<file path="src/hw/irq_arb_pkg.sv">
`default_nettype none
package irq_arb_pkg;
    // sources in polling order, index 0 polled first
    localparam int NUM_SRC = 10;
    localparam int SRC_EXT0 = 0;
    localparam int SRC_TMR0 = 1;
    localparam int SRC_EXT1 = 2;
    localparam int SRC_TMR1 = 3;
    localparam int SRC_PCA = 4;
    localparam int SRC_UART = 5;
    localparam int SRC_TMR2 = 6;
    localparam int SRC_CAN = 7;
    localparam int SRC_ADC = 8;
    localparam int SRC_CANTIM = 9;

    localparam logic [15:0] VEC_EXT0 = 16'h0003;
    localparam logic [15:0] VEC_TMR0 = 16'h000B;
    localparam logic [15:0] VEC_EXT1 = 16'h0013;
    localparam logic [15:0] VEC_TMR1 = 16'h001B;
    localparam logic [15:0] VEC_UART = 16'h0023;
    localparam logic [15:0] VEC_TMR2 = 16'h002B;
    localparam logic [15:0] VEC_PCA = 16'h0033;
    localparam logic [15:0] VEC_CAN = 16'h003B;
    localparam logic [15:0] VEC_ADC = 16'h0043;
    localparam logic [15:0] VEC_CANTIM = 16'h004B;

    // register byte addresses
    localparam logic [7:0] ADDR_ENABLE = 8'h00;
    localparam logic [7:0] ADDR_PRIO_LOW = 8'h04;
    localparam logic [7:0] ADDR_PRIO_HIGH = 8'h08;
    localparam logic [7:0] ADDR_STATUS = 8'h0C;
    localparam logic [7:0] ADDR_MASK = 8'h10;
    localparam logic [7:0] ADDR_PCA_CTRL = 8'h14;
    localparam logic [7:0] ADDR_SERVICE = 8'h18;

    // enable register: bits 9:0 per source, global enable bit
    localparam int EN_GLOBAL_BIT = 15;
    // pca control register
    localparam int PCA_OVF_IE_BIT = 0;

    // status flag positions
    localparam int NUM_FLAG = 15;
    localparam int FL_TMR0 = 0;
    localparam int FL_TMR1 = 1;
    localparam int FL_TMR2 = 2;
    localparam int FL_TMR2_TOGGLE = 3;
    localparam int FL_UART_RX = 4;
    localparam int FL_UART_TX = 5;
    localparam int FL_PCA_OVF = 6;
    localparam int FL_PCA_MOD0 = 7;
    localparam int FL_PCA_MOD1 = 8;
    localparam int FL_CAN_TX = 9;
    localparam int FL_CAN_RX = 10;
    localparam int FL_CAN_ERR = 11;
    localparam int FL_CAN_OVR = 12;
    localparam int FL_ADC = 13;
    localparam int FL_CANTIM = 14;

    // service register fields
    localparam int SVC_INSVC_LSB = 0;
    localparam int SVC_LEVEL_LSB = 4;
    localparam int SVC_REQ_BIT = 8;
    localparam int SVC_VEC_LSB = 16;

    // reset values
    localparam logic [31:0] RST_ENABLE = 32'h0000_0000;
    localparam logic [9:0] RST_PRIO = 10'h000;
    localparam logic [14:0] RST_MASK = 15'h0000;
    localparam logic [14:0] RST_FLAGS = 15'h0000;
endpackage
`default_nettype wire

</file>
<file path="src/hw/sticky_flags.sv">
`default_nettype none
// sticky flag bank: hardware set wins over software clear
module sticky_flags #(
    parameter int WIDTH = 1,
    parameter logic [WIDTH-1:0] RST_VAL = '0
) (
    // clock and reset
    input wire logic pclk,
    input wire logic presetn,
    // set and clear strobes
    input wire logic [WIDTH-1:0] set,
    input wire logic [WIDTH-1:0] clr,
    // flags
    output logic [WIDTH-1:0] flags
);
    logic [WIDTH-1:0] flags_ff;
    logic [WIDTH-1:0] nxt_flags;

    assign nxt_flags = set | (flags_ff & ~clr);
    assign flags = flags_ff;

    always_ff @(posedge pclk or negedge presetn) begin
        if (!presetn) begin
            flags_ff <= RST_VAL;
        end else begin
            flags_ff <= nxt_flags;
        end
    end
endmodule
`default_nettype wire

</file>
<file path="src/hw/prio_select.sv">
`default_nettype none
// picks the highest level request, lowest index breaks a tie
module prio_select #(
    parameter int N = 10
) (
    // requests and their levels
    input wire logic [N-1:0] req,
    input wire logic [N-1:0] lvl_hi,
    input wire logic [N-1:0] lvl_lo,
    // winner
    output logic found,
    output logic [3:0] idx,
    output logic [1:0] level
);
    always_comb begin
        found = 1'b0;
        idx = 4'h0;
        level = 2'h0;
        for (int i = 0; i < N; i++) begin
            // strictly greater keeps the earlier polled source
            if (req[i] && (!found || {lvl_hi[i], lvl_lo[i]} > level)) begin
                found = 1'b1;
                idx = 4'(i);
                level = {lvl_hi[i], lvl_lo[i]};
            end
        end
    end
endmodule
`default_nettype wire

</file>
<file path="src/hw/four_level_interrupt_arbiter.sv">
// Function
// - each source has own enable bit
// - global enable clear blocks all service
// - two priority bits give levels zero to three
// - only higher level preempts running service
// - level three service is never preempted
// - higher level wins among simultaneous requests
// - fixed polling order breaks same level ties
// - each source has fixed vector address
// - four CAN conditions share one request
// - CAN stamp timer wrap separate, polled last
// - pca overflow requests only when enabled
// - pca overflow flag cleared only by software
// - pca module flags set by hardware
// - timer0 rollover sets its overflow flag
// - timer2 toggle bit raises no request
//
// Chosen here: the register addresses and the APB register port.
`default_nettype none
module four_level_interrupt_arbiter (
    // clock and reset
    input wire logic pclk,
    input wire logic presetn,
    // apb slave
    input wire logic psel,
    input wire logic penable,
    input wire logic pwrite,
    input wire logic [7:0] paddr,
    input wire logic [31:0] pwdata,
    output logic [31:0] prdata,
    output logic pready,
    output logic pslverr,
    // external interrupt pins, active low, asynchronous
    input wire logic ext_irq_zero_n,
    input wire logic ext_irq_one_n,
    // one-cycle event pulses from peripherals
    input wire logic timer0_rollover,
    input wire logic timer1_rollover,
    input wire logic timer2_rollover,
    input wire logic timer2_toggle,
    input wire logic uart_rx_done,
    input wire logic uart_tx_done,
    input wire logic pca_counter_wrap,
    input wire logic [1:0] pca_module_event,
    input wire logic can_tx_ok,
    input wire logic can_rx_ok,
    input wire logic can_error,
    input wire logic can_buffer_overrun,
    input wire logic converter_done,
    input wire logic can_stamp_timer_wrap,
    // processor core
    input wire logic core_ack,
    input wire logic core_return,
    output logic core_req,
    output logic [15:0] core_vector,
    output logic [1:0] core_level,
    // software interrupt line
    output logic irq
);
    logic [31:0] enable_ff;
    logic [9:0] prio_low_ff;
    logic [9:0] prio_high_ff;
    logic [14:0] mask_ff;
    logic pca_ovf_ie_ff;
    logic [3:0] in_service_ff;
    logic [3:0] nxt_in_service;
    logic req_ff;
    logic [15:0] vector_ff;
    logic [1:0] level_ff;
    logic [31:0] prdata_ff;
    logic rd_err_ff;
    logic [1:0] ext0_sync_ff;
    logic [1:0] ext1_sync_ff;

    // apb decode
    wire setup_rd = psel && !penable && !pwrite;
    wire wr_en = psel && penable && pwrite;
    wire sel_enable = paddr == irq_arb_pkg::ADDR_ENABLE;
    wire sel_prio_low = paddr == irq_arb_pkg::ADDR_PRIO_LOW;
    wire sel_prio_high = paddr == irq_arb_pkg::ADDR_PRIO_HIGH;
    wire sel_status = paddr == irq_arb_pkg::ADDR_STATUS;
    wire sel_mask = paddr == irq_arb_pkg::ADDR_MASK;
    wire sel_pca = paddr == irq_arb_pkg::ADDR_PCA_CTRL;
    wire sel_service = paddr == irq_arb_pkg::ADDR_SERVICE;
    wire mapped = sel_enable || sel_prio_low || sel_prio_high ||
        sel_status || sel_mask || sel_pca || sel_service;

    // two flops on each pin before any use
    always_ff @(posedge pclk or negedge presetn) begin
        if (!presetn) begin
            ext0_sync_ff <= 2'h3;
            ext1_sync_ff <= 2'h3;
        end else begin
            ext0_sync_ff <= {ext0_sync_ff[0], ext_irq_zero_n};
            ext1_sync_ff <= {ext1_sync_ff[0], ext_irq_one_n};
        end
    end

    // sticky event flags
    logic [14:0] flags;
    wire [14:0] flag_set;
    wire [14:0] flag_clr = (wr_en && sel_status) ? pwdata[14:0] : 15'h0000;

    assign flag_set[irq_arb_pkg::FL_TMR0] = timer0_rollover;
    assign flag_set[irq_arb_pkg::FL_TMR1] = timer1_rollover;
    assign flag_set[irq_arb_pkg::FL_TMR2] = timer2_rollover;
    assign flag_set[irq_arb_pkg::FL_TMR2_TOGGLE] = timer2_toggle;
    assign flag_set[irq_arb_pkg::FL_UART_RX] = uart_rx_done;
    assign flag_set[irq_arb_pkg::FL_UART_TX] = uart_tx_done;
    // set by the wrap itself, regardless of the interrupt enable
    assign flag_set[irq_arb_pkg::FL_PCA_OVF] = pca_counter_wrap;
    assign flag_set[irq_arb_pkg::FL_PCA_MOD0] = pca_module_event[0];
    assign flag_set[irq_arb_pkg::FL_PCA_MOD1] = pca_module_event[1];
    assign flag_set[irq_arb_pkg::FL_CAN_TX] = can_tx_ok;
    assign flag_set[irq_arb_pkg::FL_CAN_RX] = can_rx_ok;
    assign flag_set[irq_arb_pkg::FL_CAN_ERR] = can_error;
    assign flag_set[irq_arb_pkg::FL_CAN_OVR] = can_buffer_overrun;
    assign flag_set[irq_arb_pkg::FL_ADC] = converter_done;
    assign flag_set[irq_arb_pkg::FL_CANTIM] = can_stamp_timer_wrap;

    // only a status write clears, nothing in the core path does
    sticky_flags #(
        .WIDTH(irq_arb_pkg::NUM_FLAG),
        .RST_VAL(irq_arb_pkg::RST_FLAGS)
    ) u_flags (
        .pclk(pclk),
        .presetn(presetn),
        .set(flag_set),
        .clr(flag_clr),
        .flags(flags)
    );

    // source requests in polling order
    wire [9:0] src_req;
    assign src_req[irq_arb_pkg::SRC_EXT0] = !ext0_sync_ff[1];
    assign src_req[irq_arb_pkg::SRC_TMR0] = flags[irq_arb_pkg::FL_TMR0];
    assign src_req[irq_arb_pkg::SRC_EXT1] = !ext1_sync_ff[1];
    assign src_req[irq_arb_pkg::SRC_TMR1] = flags[irq_arb_pkg::FL_TMR1];
    assign src_req[irq_arb_pkg::SRC_PCA] =
        (flags[irq_arb_pkg::FL_PCA_OVF] && pca_ovf_ie_ff) ||
        flags[irq_arb_pkg::FL_PCA_MOD0] ||
        flags[irq_arb_pkg::FL_PCA_MOD1];
    assign src_req[irq_arb_pkg::SRC_UART] =
        flags[irq_arb_pkg::FL_UART_RX] || flags[irq_arb_pkg::FL_UART_TX];
    // the toggle flag is deliberately left out here
    assign src_req[irq_arb_pkg::SRC_TMR2] =
        flags[irq_arb_pkg::FL_TMR2];
    assign src_req[irq_arb_pkg::SRC_CAN] =
        flags[irq_arb_pkg::FL_CAN_TX] || flags[irq_arb_pkg::FL_CAN_RX] ||
        flags[irq_arb_pkg::FL_CAN_ERR] ||
        flags[irq_arb_pkg::FL_CAN_OVR];
    assign src_req[irq_arb_pkg::SRC_ADC] = flags[irq_arb_pkg::FL_ADC];
    assign src_req[irq_arb_pkg::SRC_CANTIM] =
        flags[irq_arb_pkg::FL_CANTIM];

    wire global_en = enable_ff[irq_arb_pkg::EN_GLOBAL_BIT];
    wire [9:0] eligible =
        src_req & enable_ff[9:0] & {10{global_en}};

    logic win_found;
    logic [3:0] win_idx;
    logic [1:0] win_level;

    // the lowest index beats an equal level, giving the polling order
    prio_select #(
        .N(irq_arb_pkg::NUM_SRC)
    ) u_select (
        .req(eligible),
        .lvl_hi(prio_high_ff),
        .lvl_lo(prio_low_ff),
        .found(win_found),
        .idx(win_idx),
        .level(win_level)
    );

    // level currently served, or none
    wire busy = |in_service_ff;
    wire [1:0] cur_level = in_service_ff[3] ? 2'h3 :
        in_service_ff[2] ? 2'h2 : in_service_ff[1] ? 2'h1 : 2'h0;
    // no level can exceed a cur_level of three, so level three is never preempted
    wire preempt_ok = !busy || (win_level > cur_level);
    wire nxt_req = win_found && preempt_ok;

    logic [15:0] win_vector;
    always_comb begin
        unique case (win_idx)
            4'h0: win_vector = irq_arb_pkg::VEC_EXT0;
            4'h1: win_vector = irq_arb_pkg::VEC_TMR0;
            4'h2: win_vector = irq_arb_pkg::VEC_EXT1;
            4'h3: win_vector = irq_arb_pkg::VEC_TMR1;
            4'h4: win_vector = irq_arb_pkg::VEC_PCA;
            4'h5: win_vector = irq_arb_pkg::VEC_UART;
            4'h6: win_vector = irq_arb_pkg::VEC_TMR2;
            4'h7: win_vector = irq_arb_pkg::VEC_CAN;
            4'h8: win_vector = irq_arb_pkg::VEC_ADC;
            4'h9: win_vector = irq_arb_pkg::VEC_CANTIM;
            default: win_vector = 16'h0000;
        endcase
    end

    // in-service stack: ack pushes the offered level, return pops the top
    wire take = core_ack && req_ff;
    wire [3:0] push_bit = take ? (4'h1 << level_ff) : 4'h0;
    wire [3:0] pop_bit = (core_return && busy) ?
        (4'h1 << cur_level) : 4'h0;
    assign nxt_in_service = (in_service_ff & ~pop_bit) | push_bit;

    always_ff @(posedge pclk or negedge presetn) begin
        if (!presetn) begin
            in_service_ff <= 4'h0;
            req_ff <= 1'b0;
            vector_ff <= 16'h0000;
            level_ff <= 2'h0;
        end else begin
            in_service_ff <= nxt_in_service;
            // one cycle lull after an ack so a stale offer is not retaken
            req_ff <= nxt_req && !take;
            // no winner shows a zero vector, as after reset
            vector_ff <= win_found ? win_vector : 16'h0000;
            level_ff <= win_level;
        end
    end

    // register writes
    always_ff @(posedge pclk or negedge presetn) begin
        if (!presetn) begin
            enable_ff <= irq_arb_pkg::RST_ENABLE;
            prio_low_ff <= irq_arb_pkg::RST_PRIO;
            prio_high_ff <= irq_arb_pkg::RST_PRIO;
            mask_ff <= irq_arb_pkg::RST_MASK;
            pca_ovf_ie_ff <= 1'b0;
        end else if (wr_en) begin
            if (sel_enable) begin
                enable_ff <= pwdata & 32'h0000_83FF;
            end
            if (sel_prio_low) begin
                prio_low_ff <= pwdata[9:0];
            end
            if (sel_prio_high) begin
                prio_high_ff <= pwdata[9:0];
            end
            if (sel_mask) begin
                mask_ff <= pwdata[14:0];
            end
            if (sel_pca) begin
                pca_ovf_ie_ff <= pwdata[irq_arb_pkg::PCA_OVF_IE_BIT];
            end
        end
    end

    // read data is captured in the setup cycle
    wire [31:0] svc_word = ({28'h0, in_service_ff} <<
            irq_arb_pkg::SVC_INSVC_LSB) |
        ({30'h0, level_ff} << irq_arb_pkg::SVC_LEVEL_LSB) |
        ({31'h0, req_ff} << irq_arb_pkg::SVC_REQ_BIT) |
        ({16'h0, vector_ff} << irq_arb_pkg::SVC_VEC_LSB);
    wire [31:0] rd_word =
        sel_enable ? enable_ff :
        sel_prio_low ? {22'h0, prio_low_ff} :
        sel_prio_high ? {22'h0, prio_high_ff} :
        sel_status ? {17'h0, flags} :
        sel_mask ? {17'h0, mask_ff} :
        sel_pca ? {31'h0, pca_ovf_ie_ff} :
        sel_service ? svc_word : 32'h0000_0000;

    always_ff @(posedge pclk or negedge presetn) begin
        if (!presetn) begin
            prdata_ff <= 32'h0000_0000;
            rd_err_ff <= 1'b0;
        end else if (psel && !penable) begin
            prdata_ff <= setup_rd ? rd_word : 32'h0000_0000;
            rd_err_ff <= !mapped;
        end
    end

    assign prdata = prdata_ff;
    assign pready = psel && penable;
    assign pslverr = psel && penable && rd_err_ff;
    assign core_req = req_ff;
    assign core_vector = vector_ff;
    assign core_level = level_ff;
    assign irq = |(flags & mask_ff);
endmodule
`default_nettype wire

</file>
<file path="config.mk">
export PLATFORM = sky130hd
export DESIGN_NAME = four_level_interrupt_arbiter
export DESIGN_NICKNAME = d
export VERILOG_FILES = /design/src/hw/irq_arb_pkg.sv /design/src/hw/sticky_flags.sv /design/src/hw/prio_select.sv /design/src/hw/four_level_interrupt_arbiter.sv
export SDC_FILE = /design/constraint.sdc
export NUM_CORES = 1
export LEC_CHECK = 0
export BUFFER_PORTS_ARGS = -buffer_cell sky130_fd_sc_hd__clkbuf_2
export CAP_MARGIN = 20
export CORE_MARGIN = 2
export CORE_UTILIZATION = 55
export DETAILED_ROUTE_END_ITERATION = 12
export GPL_TIMING_DRIVEN = 0
export MAX_ROUTING_LAYER = met4
export PLACE_DENSITY = 0.8
export SYNTH_ARGS = -nofsm -noshare
export SYNTH_HDL_FRONTEND = slang
export SYNTH_SLANG_ARGS = --single-unit
</file>
<file path="constraint.sdc">
create_clock -name pclk -period 15.3 [get_ports pclk]
set_clock_uncertainty 0.2 [all_clocks]
set_input_delay 0.765 -clock pclk [delete_from_list [all_inputs] [get_ports pclk]]
set_output_delay 0.765 -clock pclk [all_outputs]
set_load 0.05 [all_outputs]
</file>
==> results by group <==
Logic synthesis
  – Yosys warning count: 0
  – Post-synth top flop: dfrtp_1
  – EDFF count, synth: 0
  – Yosys reg bits: 100
  – Gate count after technology mapping: approximately 550
  – Fraction of registers with async set/reset: 100.0%
  – Mean Syn Cell Area: ~10 sq um
  – Netlist cell types: 71
  – Synthesized area: 0.005567 sq mm
  – Sequential area share after synthesis: a little under half

Final layout
  – Nets: roughly 750
  – # fillers: 824
  – Reg area: roughly 0.0025 sq mm
  – Syn-to-layout area delta: 15.89%
  – ANT cells: 0
  – Post-route cell area: around 0.0065 sq mm
  – Layout cells sized above 1: ~28%
  – Multi-input logic area: ~0.0028 sq mm
  – Final cell count without fillers: 802

STA
  – Worst setup margin: about 2500 ps
  – Final Cycle Share: between 80% and 90%
  – Final setup viols: 0
  – Final hold violation count: 0
  – Final Slew Violations: 0
  – Fin crit period: about 13000 ps
  – Slew HR: around 34%
  – RSZ-0062 raised after global routing: false
  – Max Freq: ~78 MHz
  – Worst Max-Slew Pin Slew: roughly 980 ps
  – Setup_tns: 0 ps

Global route
  – Initial antenna violation count: 0
  – Pin count of the biggest net entering global routing: 57
  – Total gr overflow: 0
  – Global Route Usage Sum: between 30% and 40%
  – Vias in the first global route: 4691
  – Global-route wire length before repair: 25270 um

Placement
  – Post-DP HPWL: 12250 um
  – Placed cell count: roughly 790
  – GPL Wtd Cong: 0.9202
  – Worst slack, placed: ~2700 ps
  – Port Buffers: 81
  – Placement Cell Area: around 0.0062 sq mm

Clock network
  – Total CTS buffers: 9
  – Setup Buffers After CTS: 0
  – Post-CTS Hold Fix Bufs: 0
  – Clk sinks: 100
  – Worst-Skew Late Latency: 380 ps
  – Largest buffer count on any clock path: 2
  – CTS tree: yes
  – Root buf cell: clkbuf_8
  – H-Tree Depth: 3
  – Post-CTS sizing: 0
  – Clock Pin Slew Worst Setup and Hold Paths: ~110 ps

Power and ir drop
  – Seq pwr share: ~52%
  – Reported net switching power: around 160 uW
  – Switching Share: 29.92%
  – Clock share of power: between 30% and 40%
  – Power Density: between 80 and 90 mW/mm^2
  – Power share of the combinational group: between 10% and 20%
  – Max VDD drop: 57.67 uV
  – Final total power: around 530 uW
  – Leakage power: between 3 and 4 nW
  – Internal power: approximately 370 uW

Floorplanning
  – Num rows: 36
  – Die area: roughly 0.011 sq mm
  – Initial Util: a little under three fifths
  – I/O pins: about 120
  – Chip height: between 100 and 150 um
  – Chip width: ~100 um
  – Placeable Area: between 0.009 and 0.01 sq mm

Critical path
  – Setup CP Type: reg2reg
  – Crit Path Max Fanout: 8
  – Reg2reg end: core_req
  – Worst Setup End Kind: flip-flop
  – R2R setup slack: between 2000 and 3000 ps
  – Critical Path AT: 12840 ps
  – Critical Path Most Common Cell: ha_1
  – Slowest stage delay, CP: 520 ps
  – Critical path startpoint category: flip-flop
  – Register-to-Register Path Depth: 58
  – Critical path's slowest cell: dfstp_2
  – CP Data Required Time: between 15000 and 20000 ps
  – R2R Path Start: ext0_sync_ff[1]

Drt
  – First-pass iteration count of the detailed router: 6
  – Wire per inst: 19.75 um
  – DRC viols: 0
  – Starting DRT DRC Count: between 400 and 500
  – WL final: approximately 16000 um
  – Vias per cell: between 6 and 7
  – Antenna viol nets, final: 0
  – Via Count: around 4900

Hold path
  – Hold Path End: ext1_sync_ff[1]
  – Worst Hold Depth: 0
  – Hold_sp: ext1_sync_ff[0]
  – Hold crit path type: reg2reg

Run status
  – Outcome: finished, final reports clean

Flow run
  – Max_cap viols: 0
-- per-stage QoR --
stage                     utilization [%]  hold slack, ps
after CTS                           65.70           163.0
after floorplan                         -           145.2
after detailed placement            63.54           147.3
after global placement              63.24           145.2
final                               65.70           161.5
after global routing                65.70           169.0
-- synth_stat cells, types with 4 or more instances --
| library cell | instances | area (sq um) |
|---|---|---|
| nor3_1 | 9 | 45.04 |
| o21ai_0 | 43 | 215.2 |
| mux2i_1 | 9 | 90.09 |
| mux2_2 | 37 | 416.7 |
| a22o_1 | 11 | 96.34 |
| a21o_1 | 20 | 150.1 |
| nand3_1 | 13 | 65.06 |
| a211oi_1 | 7 | 52.55 |
| nor2_1 | 28 | 105.1 |
| a21oi_1 | 18 | 90.09 |
| and3_1 | 6 | 37.54 |
| buf_4 | 23 | 172.7 |
| o211a_1 | 4 | 40.04 |
| nand2b_1 | 4 | 25.02 |
| a22oi_1 | 14 | 105.1 |
| o211ai_1 | 5 | 37.54 |
| nor2b_1 | 7 | 43.79 |
| and2_1 | 6 | 37.54 |
| a31oi_1 | 4 | 25.02 |
| clkbuf_1 | 10 | 37.54 |
| nand4_1 | 4 | 25.02 |
| o31ai_1 | 5 | 37.54 |
| ha_1 | 18 | 225.2 |
| a221oi_1 | 6 | 52.55 |
| buf_2 | 4 | 20.02 |
| dfrtp_1 | 96 | 2402 |
| nand2_1 | 68 | 255.2 |
| dfstp_2 | 4 | 105.1 |
| inv_1 | 18 | 67.56 |
-- sequential cells by signal, summed over array words and instances, names as in the netlist --
signal         count
ext0_sync_ff       2
rd_err_ff          1
prdata            21
prio_low_ff       10
mask_ff           15
prio_high_ff      10
in_service_ff      4
core_req           1
ext1_sync_ff       2
core_vector        5
pca_ovf_ie_ff      1
enable_ff         11
u_flags.flags     15
core_level         2
-- final cells by class --
cell class	count	share of cell area, %
inverters	19	1.106
clock inverters	7	1.358
repair buffers	82	6.749
flip-flops and latches	100	38.87
clock buffers	9	1.920
plain buffers	38	3.627
well taps	133	2.580
multi-input cells	414	43.79
-- metal layers --
layer	GRT usage [%]	share of wire, %	vias up
met5	-	0	-
met4	7.429	2.0	0
met3	6.176	8.7	26
met2	48.04	48	260
met1	40.65	42	2382
li1	-	-	2221
-- power groups by stage --
stage	clock network (mW)	registers [mW]	logic [mW]
after floorplan	0	0.283	0.0428
after global placement	0	0.280	0.0703
after detailed placement	0	0.280	0.0728
after CTS	0.185	0.275	0.0731
after global routing	0.194	0.275	0.0794
final	0.183	0.275	0.0735
-- worst max-delay path, delay by kind of cell, from the launching register on --
family | cells | cell delay, ps
compound gates | 30 | 6620
fa+ha+maj | 10 | 2600
simple gates | 17 | 2420
flops | 1 | 520
mux | 1 | 340
-- cells in the final DEF (no fill, tap or decap), types with 9 or more instances in the layout --
cell type | Yosys | routed
mux2_2 | 37 | 37
a22o_1 | 11 | 11
nor3_1 | 9 | 9
o21ai_0 | 43 | 43
nand3_1 | 13 | 13
buf_4 | 23 | 23
dfrtp_1 | 96 | 96
clkbuf_1 | 10 | 10
nand2_1 | 68 | 68
nor2_1 | 28 | 28
inv_1 | 18 | 18
a21o_1 | 20 | 20
clkbuf_8 | 0 | 9
a22oi_1 | 14 | 14
a21oi_1 | 18 | 18
clkbuf_2 | 0 | 80
ha_1 | 18 | 18
conb_1 | 1 | 20
mux2i_1 | 9 | 9
-- worst max-delay path by stage --
stage                    start  endpoint  depth (start not counted)  slack, ps
6_report       ext0_sync_ff[1]  core_req                         58       2520
5_1_grt        ext0_sync_ff[1]  core_req                         58       1640
4_1_cts        ext0_sync_ff[1]  core_req                         58       2670
3_5_place_dp   ext0_sync_ff[1]  core_req                         58       2730
3_3_place_gp   ext0_sync_ff[1]  core_req                         58       3050
2_1_floorplan  ext0_sync_ff[1]  core_req                         61       4250
-- cell families (layout without fill, tap and decap cells) --
| kind of cell | Yosys count | count (layout) | share of synthesized area, % |
|---|---|---|---|
| fa+ha+maj | 18 | 18 | 4.046 |
| buf+inv | 57 | 155 | 5.484 |
| simple gates | 161 | 161 | 13.91 |
| compound gates | 168 | 168 | 22.07 |
| mux | 47 | 47 | 9.373 |
| other cells | 1 | 20 | 0.06737 |
| flops | 100 | 100 | 45.04 |
Power figures use the tool's default switching activity.
